`src/core/intq_pkg.sv`:
```
// intq_pkg: addresses, field positions, delivery codes and reset values
// for the fixed interrupt queue; shared by the queue core and its tests.
package intq_pkg;
	localparam int          NUM_VEC        = 256;
	localparam int          VEC_W          = 8;
	localparam int          CLASS_W        = 4;
	localparam int          WORD_W         = 32;
	localparam int          CR_W           = 64;
	localparam logic [7:0]  FIRST_USER_VEC = 8'h10; // vectors below are reserved
	localparam logic [4:0]  LEGACY_CLASS_LIMIT = 5'h02; // per-class queue depth
	// memory-mapped register byte addresses
	localparam logic [31:0] ADDR_TASK_PRI  = 32'hfee00080;
	localparam logic [31:0] ADDR_PROC_PRI  = 32'hfee000a0;
	localparam logic [31:0] ADDR_VERSION   = 32'hfee00030;
	localparam logic [31:0] ADDR_EOS       = 32'hfee000b0;
	localparam logic [31:0] ADDR_SPUR      = 32'hfee000f0;
	localparam logic [31:0] ADDR_INSERV    = 32'hfee00100;
	localparam logic [31:0] ADDR_TRIGGER   = 32'hfee00180;
	localparam logic [31:0] ADDR_PENDING   = 32'hfee00200;
	// bank decode: bits 31:7 pick the bank, 6:4 the word, 3:0 must be zero
	localparam int          BANK_LSB       = 7;
	localparam int          WORD_LSB       = 4;
	localparam int          WORD_IDX_W     = 3;
	// spurious vector register fields
	localparam int          SPUR_VEC_MSB   = 7;
	localparam int          SPUR_EN_BIT    = 8;
	localparam int          SPUR_SUPP_BIT  = 12;
	localparam logic [7:0]  SPUR_VEC_RST   = 8'hff;
	// version register fields
	localparam int          VER_SUPP_BIT   = 24;
	localparam int          VER_MAXLVT_LSB = 16;
	localparam logic [7:0]  VER_MAXLVT     = 8'h05;
	// delivery mode codes
	localparam logic [2:0]  DLV_FIXED      = 3'h0;
	localparam logic [2:0]  DLV_LOWEST     = 3'h1;
	localparam logic [2:0]  DLV_SYSMGMT    = 3'h2;
	localparam logic [2:0]  DLV_RSVD       = 3'h3;
	localparam logic [2:0]  DLV_NMI        = 3'h4;
	localparam logic [2:0]  DLV_INIT       = 3'h5;
	localparam logic [2:0]  DLV_STARTUP    = 3'h6;
	localparam logic [2:0]  DLV_EXTCTL     = 3'h7;
	localparam logic [7:0]  TASK_PRI_RST   = 8'h00;
	localparam logic [1:0]  CPL_KERNEL     = 2'h0;
endpackage : intq_pkg

```
`src/core/top_bit_finder.sv`:
```
// top_bit_finder: combinational search for the highest set bit of a vector.
// assumes a single-cycle combinational path is acceptable at the core clock.
`timescale 1ns/1ps
module top_bit_finder #(
	parameter int WIDTH = 256,
	parameter int IDX_W = 8
) (
	input  wire logic [WIDTH-1:0] bits_in,
	output logic                  found_out,
	output logic [IDX_W-1:0]      index_out
);
	// later indices override earlier ones, so the highest index wins
	always_comb begin
		found_out = 1'b0;
		index_out = '0;
		for (int i = 0; i < WIDTH; i++) begin
			if (bits_in[i]) begin
				found_out = 1'b1;
				index_out = i[IDX_W-1:0];
			end
		end
	end
endmodule : top_bit_finder

```
`src/core/fixed_intq.sv`:
```
// fixed_intq: pending/in-service queue, trigger modes, priority threshold
// and end-of-service handling of a local interrupt unit.
// assumes all inputs are synchronous to clk_in and come from core logic.
//
// Behaviour
// RULE1: two read-only 256-bit queues, vectors 0-15 unused
// RULE2: non-fixed deliveries bypass queues to core
// RULE3: accepted fixed interrupt sets its pending bit
// RULE4: core ready moves top pending into service
// RULE5: end-of-service clears top in-service, then redispatch
// RULE6: one pending plus one in-service per vector
// RULE7: legacy mode: two per class, reject more
// RULE8: higher arrival dispatches at once when enabled
// RULE9: trigger bit records edge or level
// RULE10: level vector retirement broadcasts end-of-service
// RULE11: suppress bit 12 blocks broadcast, resets zero
// RULE12: version bit 24 reports suppression support
// RULE13: software writes end-of-service before handler return
// RULE14: task priority clears on reset
// RULE15: threshold blocks classes at or below it
// RULE16: control register maps to task priority 7:4
// RULE17: nonzero privilege access raises protection fault
// RULE18: nonzero reserved control bits raise fault
// RULE19: new priority effective when write completes
// RULE20: unit enabled at power-up; alias needs enable
// RULE21: class is upper four vector bits
// RULE22: processor priority from task and in-service
// RULE23: dispatch only above current threshold
// RULE24: highest bit index wins, one encoder per queue
`timescale 1ns/1ps
module fixed_intq #(
	parameter bit LEGACY_QUEUE  = 1'b0,
	parameter bit SUPP_SUPPORT  = 1'b1,
	parameter logic [7:0] VERSION_ID = 8'h14 // arbitrary value
) (
	input  wire logic                       clk_in,
	input  wire logic                       rst_in,
	input  wire logic                       irq_valid_in,
	input  wire logic [intq_pkg::VEC_W-1:0] irq_vector_in,
	input  wire logic [2:0]                 irq_delivery_in,
	input  wire logic                       irq_level_in,
	input  wire logic                       core_ready_in,
	input  wire logic                       mem_wr_in,
	input  wire logic                       mem_rd_in,
	input  wire logic [31:0]                mem_addr_in,
	input  wire logic [31:0]                mem_wdata_in,
	input  wire logic                       cr_wr_in,
	input  wire logic                       cr_rd_in,
	input  wire logic [intq_pkg::CR_W-1:0]  cr_wdata_in,
	input  wire logic [1:0]                 cpl_in,
	output logic                            irq_reject_out,
	output logic                            direct_valid_out,
	output logic [2:0]                      direct_delivery_out,
	output logic [intq_pkg::VEC_W-1:0]      direct_vector_out,
	output logic                            dispatch_valid_out,
	output logic [intq_pkg::VEC_W-1:0]      dispatch_vector_out,
	output logic                            eos_bcast_out,
	output logic [intq_pkg::VEC_W-1:0]      eos_vector_out,
	output logic [31:0]                     mem_rdata_out,
	output logic [intq_pkg::CR_W-1:0]       cr_rdata_out,
	output logic                            gp_fault_out
);
	import intq_pkg::*;

	////////////////////////////////////////////////////////////////////////
	// helpers
	function automatic logic [CLASS_W-1:0] class_of(input logic [VEC_W-1:0] v);
		return v[VEC_W-1 -: CLASS_W]; // RULE21
	endfunction : class_of

	function automatic logic [4:0] count16(input logic [15:0] b);
		logic [4:0] n;
		n = '0;
		for (int i = 0; i < 16; i++) n = n + {4'h0, b[i]};
		return n;
	endfunction : count16

	function automatic logic [WORD_W-1:0] word_of(input logic [NUM_VEC-1:0] v,
		input logic [WORD_IDX_W-1:0] w);
		return v[w*WORD_W +: WORD_W];
	endfunction : word_of

	function automatic logic bank_hit(input logic [31:0] a, input logic [31:0] base);
		return (a[31:BANK_LSB] == base[31:BANK_LSB]) && (a[WORD_LSB-1:0] == 4'h0);
	endfunction : bank_hit

	////////////////////////////////////////////////////////////////////////
	// state
	logic [NUM_VEC-1:0] pend_r;
	logic [NUM_VEC-1:0] inserv_r;
	logic [NUM_VEC-1:0] trig_r;
	logic [7:0]         task_pri_r;
	logic [7:0]         spur_vec_r;
	logic               unit_en_r;
	logic               supp_r;

	////////////////////////////////////////////////////////////////////////
	// top-bit search on both queues, one encoder each
	logic               pend_found;
	logic [VEC_W-1:0]   pend_top;
	logic               serv_found;
	logic [VEC_W-1:0]   serv_top;

	top_bit_finder #(.WIDTH(NUM_VEC), .IDX_W(VEC_W)) u_pend_find ( // RULE24
		.bits_in   (pend_r),
		.found_out (pend_found),
		.index_out (pend_top)
	);
	top_bit_finder #(.WIDTH(NUM_VEC), .IDX_W(VEC_W)) u_serv_find ( // RULE24
		.bits_in   (inserv_r),
		.found_out (serv_found),
		.index_out (serv_top)
	);

	////////////////////////////////////////////////////////////////////////
	// priority: processor priority and dispatch decision
	logic [7:0] proc_pri;
	logic [7:0] serv_vec;
	assign serv_vec = serv_found ? serv_top : 8'h00;
	always_comb begin
		if (task_pri_r[7:4] >= class_of(serv_vec)) begin // RULE22
			proc_pri = task_pri_r;
		end else begin
			proc_pri = {class_of(serv_vec), 4'h0};
		end
	end

	// end-of-service write retires first; no dispatch in that cycle
	logic eos_fire;
	logic disp_fire;
	assign eos_fire  = mem_wr_in && (mem_addr_in == ADDR_EOS);
	// a class at or below the threshold is blocked; preemption falls out
	// because the threshold includes the in-service class
	assign disp_fire = core_ready_in && pend_found && !eos_fire &&
		(class_of(pend_top) > proc_pri[7:4]); // RULE4 RULE8 RULE15 RULE23

	////////////////////////////////////////////////////////////////////////
	// acceptance of incoming requests
	logic is_fixed;
	logic is_direct;
	logic class_full;
	logic acc_fire;
	logic [15:0] cls_pend;
	logic [15:0] cls_serv;
	assign is_fixed  = (irq_delivery_in == DLV_FIXED) || (irq_delivery_in == DLV_LOWEST);
	assign is_direct = !is_fixed && (irq_delivery_in != DLV_RSVD);
	assign cls_pend  = pend_r[{class_of(irq_vector_in), 4'h0} +: 16];
	assign cls_serv  = inserv_r[{class_of(irq_vector_in), 4'h0} +: 16];
	// legacy queue: at most two per class, a repeat merges instead
	assign class_full = LEGACY_QUEUE && !pend_r[irq_vector_in] &&
		((count16(cls_pend) + count16(cls_serv)) >= LEGACY_CLASS_LIMIT); // RULE7
	assign acc_fire  = irq_valid_in && is_fixed && !class_full &&
		(irq_vector_in >= FIRST_USER_VEC); // RULE1

	// reject pulse for a full class
	always_ff @(posedge clk_in or posedge rst_in) begin
		if (rst_in) begin
			irq_reject_out <= 1'b0;
		end else begin
			irq_reject_out <= irq_valid_in && is_fixed && class_full; // RULE7
		end
	end

	// direct deliveries never touch the queues
	always_ff @(posedge clk_in or posedge rst_in) begin
		if (rst_in) begin
			direct_valid_out    <= 1'b0;
			direct_delivery_out <= DLV_FIXED;
			direct_vector_out   <= '0;
		end else begin
			direct_valid_out <= irq_valid_in && is_direct; // RULE2
			if (irq_valid_in && is_direct) begin
				direct_delivery_out <= irq_delivery_in;
				direct_vector_out   <= irq_vector_in;
			end
		end
	end

	////////////////////////////////////////////////////////////////////////
	// pending queue: an arrival wins over the dispatch clear of its bit
	always_ff @(posedge clk_in or posedge rst_in) begin
		if (rst_in) begin
			pend_r <= '0;
		end else begin
			if (disp_fire) begin
				pend_r[pend_top] <= 1'b0; // RULE4
			end
			if (acc_fire) begin
				pend_r[irq_vector_in] <= 1'b1; // RULE3 RULE6
			end
		end
	end

	// in-service queue
	always_ff @(posedge clk_in or posedge rst_in) begin
		if (rst_in) begin
			inserv_r <= '0;
		end else if (eos_fire && serv_found) begin
			inserv_r[serv_top] <= 1'b0; // RULE5
		end else if (disp_fire) begin
			inserv_r[pend_top] <= 1'b1; // RULE4 RULE6
		end
	end

	// trigger mode captured on acceptance
	always_ff @(posedge clk_in or posedge rst_in) begin
		if (rst_in) begin
			trig_r <= '0;
		end else if (acc_fire) begin
			trig_r[irq_vector_in] <= irq_level_in; // RULE9
		end
	end

	// vector handed to the core
	always_ff @(posedge clk_in or posedge rst_in) begin
		if (rst_in) begin
			dispatch_valid_out  <= 1'b0;
			dispatch_vector_out <= '0;
		end else begin
			dispatch_valid_out <= disp_fire; // RULE4 RULE5 RULE8
			if (disp_fire) begin
				dispatch_vector_out <= pend_top;
			end
		end
	end

	// end-of-service broadcast for level vectors unless suppressed
	always_ff @(posedge clk_in or posedge rst_in) begin
		if (rst_in) begin
			eos_bcast_out  <= 1'b0;
			eos_vector_out <= '0;
		end else begin
			eos_bcast_out <= eos_fire && serv_found && trig_r[serv_top] && !supp_r; // RULE10 RULE11
			if (eos_fire && serv_found) begin
				eos_vector_out <= serv_top;
			end
		end
	end

	////////////////////////////////////////////////////////////////////////
	// control register alias: privilege and reserved-bit checks
	logic cr_bad_cpl;
	logic cr_bad_rsvd;
	logic cr_wr_ok;
	logic mmio_task_wr;
	assign cr_bad_cpl  = (cr_wr_in || cr_rd_in) && (cpl_in != CPL_KERNEL); // RULE17
	assign cr_bad_rsvd = cr_wr_in && (cr_wdata_in[CR_W-1:CLASS_W] != '0); // RULE18
	assign cr_wr_ok    = cr_wr_in && !cr_bad_cpl && !cr_bad_rsvd && unit_en_r; // RULE20
	assign mmio_task_wr = mem_wr_in && (mem_addr_in == ADDR_TASK_PRI);

	// task priority, effective from the edge that completes the write
	always_ff @(posedge clk_in or posedge rst_in) begin
		if (rst_in) begin
			task_pri_r <= TASK_PRI_RST; // RULE14
		end else if (cr_wr_ok) begin
			task_pri_r <= {cr_wdata_in[CLASS_W-1:0], 4'h0}; // RULE16 RULE19
		end else if (mmio_task_wr) begin
			task_pri_r <= mem_wdata_in[7:0];
		end
	end

	// fault pulse and alias read data
	always_ff @(posedge clk_in or posedge rst_in) begin
		if (rst_in) begin
			gp_fault_out <= 1'b0;
			cr_rdata_out <= '0;
		end else begin
			gp_fault_out <= cr_bad_cpl || cr_bad_rsvd; // RULE17 RULE18
			if (cr_rd_in && !cr_bad_cpl) begin
				cr_rdata_out <= unit_en_r ? {60'h0, task_pri_r[7:4]} : '0; // RULE16 RULE20
			end
		end
	end

	// spurious vector register: enable, suppression, vector
	always_ff @(posedge clk_in or posedge rst_in) begin
		if (rst_in) begin
			spur_vec_r <= SPUR_VEC_RST;
			unit_en_r  <= 1'b1; // RULE20
			supp_r     <= 1'b0; // RULE11
		end else if (mem_wr_in && (mem_addr_in == ADDR_SPUR)) begin
			spur_vec_r <= mem_wdata_in[SPUR_VEC_MSB:0];
			unit_en_r  <= mem_wdata_in[SPUR_EN_BIT];
			supp_r     <= mem_wdata_in[SPUR_SUPP_BIT] && SUPP_SUPPORT; // RULE12
		end
	end

	////////////////////////////////////////////////////////////////////////
	// register read port, one cycle latency, unmapped reads zero
	logic [WORD_IDX_W-1:0] rd_word;
	logic [31:0]           rd_mux;
	assign rd_word = mem_addr_in[WORD_LSB +: WORD_IDX_W];
	always_comb begin
		rd_mux = 32'h0;
		if (bank_hit(mem_addr_in, ADDR_PENDING)) begin
			rd_mux = word_of(pend_r, rd_word); // RULE1
		end else if (bank_hit(mem_addr_in, ADDR_INSERV)) begin
			rd_mux = word_of(inserv_r, rd_word); // RULE1
		end else if (bank_hit(mem_addr_in, ADDR_TRIGGER)) begin
			rd_mux = word_of(trig_r, rd_word);
		end else if (mem_addr_in == ADDR_TASK_PRI) begin
			rd_mux = {24'h0, task_pri_r};
		end else if (mem_addr_in == ADDR_PROC_PRI) begin
			rd_mux = {24'h0, proc_pri};
		end else if (mem_addr_in == ADDR_SPUR) begin
			rd_mux = 32'h0;
			rd_mux[SPUR_VEC_MSB:0] = spur_vec_r;
			rd_mux[SPUR_EN_BIT]    = unit_en_r;
			rd_mux[SPUR_SUPP_BIT]  = supp_r;
		end else if (mem_addr_in == ADDR_VERSION) begin
			rd_mux = 32'h0;
			rd_mux[7:0]                        = VERSION_ID;
			rd_mux[VER_MAXLVT_LSB +: 8]        = VER_MAXLVT;
			rd_mux[VER_SUPP_BIT]               = SUPP_SUPPORT; // RULE12
		end
	end

	always_ff @(posedge clk_in or posedge rst_in) begin
		if (rst_in) begin
			mem_rdata_out <= 32'h0;
		end else if (mem_rd_in) begin
			mem_rdata_out <= rd_mux;
		end
	end
endmodule : fixed_intq

```
`config.mk`:
```
export PLATFORM = sky130hd
export DESIGN_NAME = fixed_intq
export DESIGN_NICKNAME = d
export VERILOG_FILES = /design/src/core/intq_pkg.sv /design/src/core/top_bit_finder.sv /design/src/core/fixed_intq.sv
export SDC_FILE = /design/constraint.sdc
export NUM_CORES = 2
export LEC_CHECK = 0
export ABC_AREA = 0
export BUFFER_PORTS_ARGS = -buffer_cell sky130_fd_sc_hd__buf_2
export CAP_MARGIN = 5
export CORE_MARGIN = 1
export CORE_UTILIZATION = 25
export DETAILED_ROUTE_END_ITERATION = 16
export PLACE_DENSITY_LB_ADDON = 0.12
export SYNTH_ARGS = -nofsm -noshare
export SYNTH_HDL_FRONTEND = slang
export SYNTH_SLANG_ARGS = --single-unit
export TNS_END_PERCENT = 100
```
`constraint.sdc`:
```
create_clock -name clk_in -period 42.5 [get_ports clk_in]
set_input_delay 10.625 -clock clk_in [delete_from_list [all_inputs] [get_ports clk_in]]
set_output_delay 10.625 -clock clk_in [all_outputs]
set_load 0.01 [all_outputs]
```
# == Word level (Yosys, flattened, before mapping) ==
# Cells that the tools add are included.
# classes
magnitude_cmp,9
n_eq_ne,10
n_shift,3
n_mux,1047
bitwise,6
reduce_logical,39
# op_table
op,n
$mux 8,260
$mux 256,4
$mux 7,128
$shiftx 256x9->32,3
$mux 1,518
$and 256x256->256,2
$not 256->256,2
$or 256x256->256,2
$mux 6,64
$bwmux 256,1
$eq 32x32->1 const B,5
$mux 5,32
$mux 25,4
$mux 32,3
$eq 25x25->1 const B,3
$mux 4,17
$reduce_bool 60->1,1
$lt 8x9->1 const B,3
$logic_and 1x1->1,25
$demux 1 s8,3
$ge 8x1->1 const B,3
$mux 3,8
$bmux 1 s8,1
$ge 8x5->1 const B,1
10 further kinds,21
# totals
register_bits,913
output_inout_bits,128
wordCells,1131

# == Longest topological paths before layout ==
# depth
depth_word,264
mapped_depth,29
ltp_nobuf,28

# == Cells and area by module ==
# From an unflattened synthesis, not the netlist that was laid out.
# unflattened
cells_unflattened,4950
area_unflattened_um2,50219.4
# by_module_without_submodules
module,instances,cells_each,area_per_inst_um2,seq_area_each_um2
fixed_intq,1,3748,43530.5,21356.7
top_bit_finder,2,601,3344.5,0.0

# == Least setup slack after synthesis ==
# No wires, ideal clock.
# synth_timing
kind,input to register
start,input port mem_addr_in[1]
end,register inserv_r[7]
t_arrival_ns,13.502
t_required_ns,42.365
setup_slack_ns,28.863
cell_stages,13
n_path_buf,2
cell_sequence,nor4b_1 > nand4_1 > nor4_1 > nor2b_1 > nand3b_1 > or4_1 > or2_2 > clkbuf_1 > nor3_1 > nand3_1 > clkbuf_1 > o21ai_0 > o31ai_1
# synth_via
elab_chain_len,6
elab_cells_between_ends,8
cone_classes,eq/ne: 1; mux: 1; reduce/logical: 6
# synth_rtl
element,line_no,text
start: declaration,fixed_intq.sv:45,"input wire logic [31:0] mem_addr_in,"
$eq 32x32->1 (*),fixed_intq.sv:131,assign eos_fire = mem_wr_in && (mem_addr_in == ADDR_EOS);
$logic_and 1x1->1 (*),fixed_intq.sv:131,
$logic_not 1->1,fixed_intq.sv:134,assign disp_fire = core_ready_in && pend_found && !eos_fire &&
$logic_and 1x1->1 (2 in series),fixed_intq.sv:134,
$reduce_bool 2->1 (no line),n/a,
end signal: assignment,fixed_intq.sv:197,inserv_r <= '0;
end signal: indexed assignment,fixed_intq.sv:199,inserv_r[serv_top] <= 1'b0;
end signal: indexed assignment,fixed_intq.sv:201,inserv_r[pend_top] <= 1'b1;
end: declaration,fixed_intq.sv:90,logic [NUM_VEC-1:0] inserv_r;
# Every way passes the cells marked *; elsewhere a longest branch is shown, timed or not.
# A chain may end at the register's enable or synchronous reset.

# == Final worst setup path ==
# layout_timing
start,input port mem_addr_in[1]
end,register inserv_r[154]
# The elaborated chain is that of the path after synthesis.

==> impl_metrics.toml <==
[cts]
clockRootBuffer = "sky130_fd_sc_hd__clkbuf_16"
cts_hold_buf = 0
post_cts_resized = 0
cts_tree = "done"
worst_setup_hold_path_clk_slew_ns = 0.06
numCtsBuffers = 110
cts_htree_levels = 3
cts_post_setup_buffers_inserted = 0
clk_latency_ns = 0.78
clock-sinks = 853
clock_path_buffers = 3

[synth]
yosysTopAreaCellShare = 0.415
synth.yosys.warnings = 0
synth.top_cells.by_area = "sky130_fd_sc_hd__dfrtp_1 (42%), sky130_fd_sc_hd__mux4_2 (9.7%), sky130_fd_sc_hd__mux2_2 (5.6%), sky130_fd_sc_hd__o21ai_0 (5.0%), sky130_fd_sc_hd__nor2_1 (4.9%)"
synth_async_sr_flop_share = 1.00
syn_area_per_cell_um2 = 9.51
ys.flop_type = "sky130_fd_sc_hd__dfrtp_1"
synth-edff-count = 0
synth-seq-area-share = 0.420
yosys.area.top_type = "sky130_fd_sc_hd__dfrtp_1"
synth-seq-cells = 853
synth.lib_cells_used.distinct = 97
post_synth_inst_count = 5349
mappedNetlistArea_um2 = 50900

[die]
die_h_um = 453
design.die.area_um2 = 205000
core.rowCount = 165
dieWidth_um = 453
coreArea_um2 = 202000
io-pin-count = 278
start_util = 0.252

[critical_path]
cpLargestDelayFamily = "simple AND/OR/NAND/NOR gates"
critPathSlowestCell = "sky130_fd_sc_hd__nand3_1"
crit_buf_inv = 1
setup.worst_path.class = "in2reg"
crit_path_cell_trace = "buf_2 -> nor4b_1 -> nand4_1 -> nor4_1 -> nor2b_1 -> nand3b_1 -> or4_1 -> or2_2 -> nor2_1 -> nand3_1 -> o21ai_0 -> o21ai_0"
crit_path_frequent_cell = "sky130_fd_sc_hd__o21ai_0"
critPathArrivalTime_ns = 16.17
worstSetupStartpointType = "input pin"
worstPathRequired_ns = 43.10
worst-path-max-fanout = 19
max_stage_delay_ns = 1.11
end_kind = "flip-flop"

[place]
hpwlAfterDp_um = 259000
dpl.cell_count = 8023
routabilityCongestion = 1.01
io_buffer_count = 194

[sta]
finalHoldViolCount = 0
actual_slew_at_the_worst_max_slew_pin_ns = 1.29
setup_violations = 0
achievable-frequency_mhz = 64.2
fraction_of_the_cycle_the_final_worst_path_needs = 0.366
relSlewSlack = 0.138
final-max-slew-violation-count = 0
worst_clock_skew_ns = 0.0376
fin_crit_ns = 15.57
grt_setup_unrepaired = "no"
fin_tns_setup_ns = 0

[pwr]
p_seq_frac = 0.278
power_leakage_nw = 25.9
power.clock.fraction = 0.302
internal_power_w = 0.00171
power_switching_share = 0.479
power.combinational.fraction = 0.420
power_switching_w = 0.00157
power.density_nw_per_um2 = 55.9
worst_ir_drop_vdd_v = 0.0000535

[global_routing]
globalRouteTotalUtil = 0.327
antenna_found_initial = 50
first_pass_grt_wire_length_um = 452000
first_global_vias = 47400
grt_max_degree = 150
grt_overflow = 0

[final_layout]
filler_cell_count = 21400
mostFrequentLayoutCells = "sky130_fd_sc_hd__dfrtp_1 (844), sky130_fd_sc_hd__nor2_1 (652), sky130_fd_sc_hd__o21ai_0 (508)"
layout.cells.most_common = "sky130_fd_sc_hd__dfrtp_1"
final_cell_count_no_fill = 8251
area.growth.synth_to_final_pct = 15.5
final_layout_size_suffix_gt1_frac = 0.195
num-nets-final = 5621

[flow_run]
maxcap_violations = 0

[detailed_routing]
routed_wire_length_per_instance_um = 41.5
totalWireLength_um = 343000
drt-initial-drc-count = 7408
vias_after_detailed_routing = 50600
count_of_unresolved_drc_violations_after_routing = 0
route.antenna.remaining_nets = 0
vias_per_cell = 6.13
drtPass1Iterations = 5

[hold_path]
min_delay_path_class = "reg2reg"

[status]
outcome = "finished clean"
[path summary, 6_finish.rpt]
check / from / endpoint / slack, ns / depth (start not counted)
max reg2reg: inserv_r[44] / pend_r[58] / 32.22 / 30
min: trig_r[13] / trig_r[13] / 0.40 / 0
min in group asynchronous: rst_in / inserv_r[6] / 9.98 / 2
min reg2reg: trig_r[13] / trig_r[13] / 0.40 / 0
max: mem_addr_in[1] / inserv_r[154] / 26.93 / 12
max in group asynchronous: rst_in / trig_r[217] / 29.61 / 5
[synth_stat cells, drive strengths merged (52+ instances only)]
library cell / instances
a21o: 138
a21oi: 244
a31oi: 52
buf: 123
clkbuf: 270
dfrtp: 844
inv: 124
mux2: 253
mux2i: 70
mux4: 220
nand2: 457
nand3: 212
nor2: 668
nor3: 150
nor4: 200
o21ai: 521
o31ai: 81
or4: 64
[cell type report]
type	count	area, um^2	area share
Antenna cell	28	70.1	0.00119
Tap cell	2672	3340	0.0569
Inverter	127	484	0.00824
Sequential cell	853	21400	0.364
Clock inverter	38	438	0.00746
Multi-Input combinational cell	4036	27700	0.471
Clock buffer	162	3260	0.0555
Timing Repair Buffer	335	2100	0.0357
[power by group through the flow]
stage / Sequential, W / Combinational (W) / Clock (W)
after floorplan: 0.000893 / 0.000611 / 0
final: 0.000913 / 0.00138 / 0.000992
after detailed placement: 0.000925 / 0.00132 / 0
after global routing: 0.000915 / 0.00137 / 0.00103
after global placement: 0.000924 / 0.00132 / 0
after CTS: 0.000910 / 0.00132 / 0.00101
[flip-flops by register name (all words and copies together) (netlist names), 3 cells and up]
| signal | flops |
|---|---|
| spur_vec_r | 8 |
| direct_vector_out | 8 |
| pend_r | 256 |
| mem_rdata_out | 32 |
| cr_rdata_out | 4 |
| trig_r | 256 |
| task_pri_r | 8 |
| eos_vector_out | 8 |
| dispatch_vector_out | 8 |
| inserv_r | 256 |
| direct_delivery_out | 3 |
[metrics by stage]
stage / setup WS, ns / utilization / hold slack, ns / total power (W) / cell area [um^2]
2_1_floorplan: 7.92 / - / 0.445 / 0.00150 / 51100
3_3_place_gp: 26.27 / 0.272 / 0.383 / 0.00225 / 55000
3_5_place_dp: 26.24 / 0.272 / 0.388 / 0.00224 / 55000
4_1_cts: 27.01 / 0.290 / 0.402 / 0.00324 / 58700
6_report: 26.93 / 0.291 / 0.402 / 0.00328 / 58700
5_1_grt: 26.67 / 0.290 / 0.418 / 0.00332 / 58700
[cells by family (layout without fill, tap and decap cells)]
kind of cell | Yosys count | after routing | synth area share
AO/OA/AOI/OAI | 1414 | 1414 | 0.179
other | 1 | 89 | 0.0000737
AND/OR/NAND/NOR | 2010 | 2010 | 0.187
buffers and inverters | 520 | 662 | 0.0445
flip-flops | 853 | 853 | 0.420
multiplexers | 543 | 543 | 0.167
adder cells (fa/ha/maj) | 8 | 8 | 0.00197
[per-layer routing]
metal  vias up  global-route usage  routed length [um]
met5         -                   0                 202
met2      3019               0.471              142000
met3       684              0.0861               33300
li1      20300                   -                   -
met4        32               0.192               24500
met1     26600               0.438              143000
No activity file was read; power rests on OpenSTA's default activity.
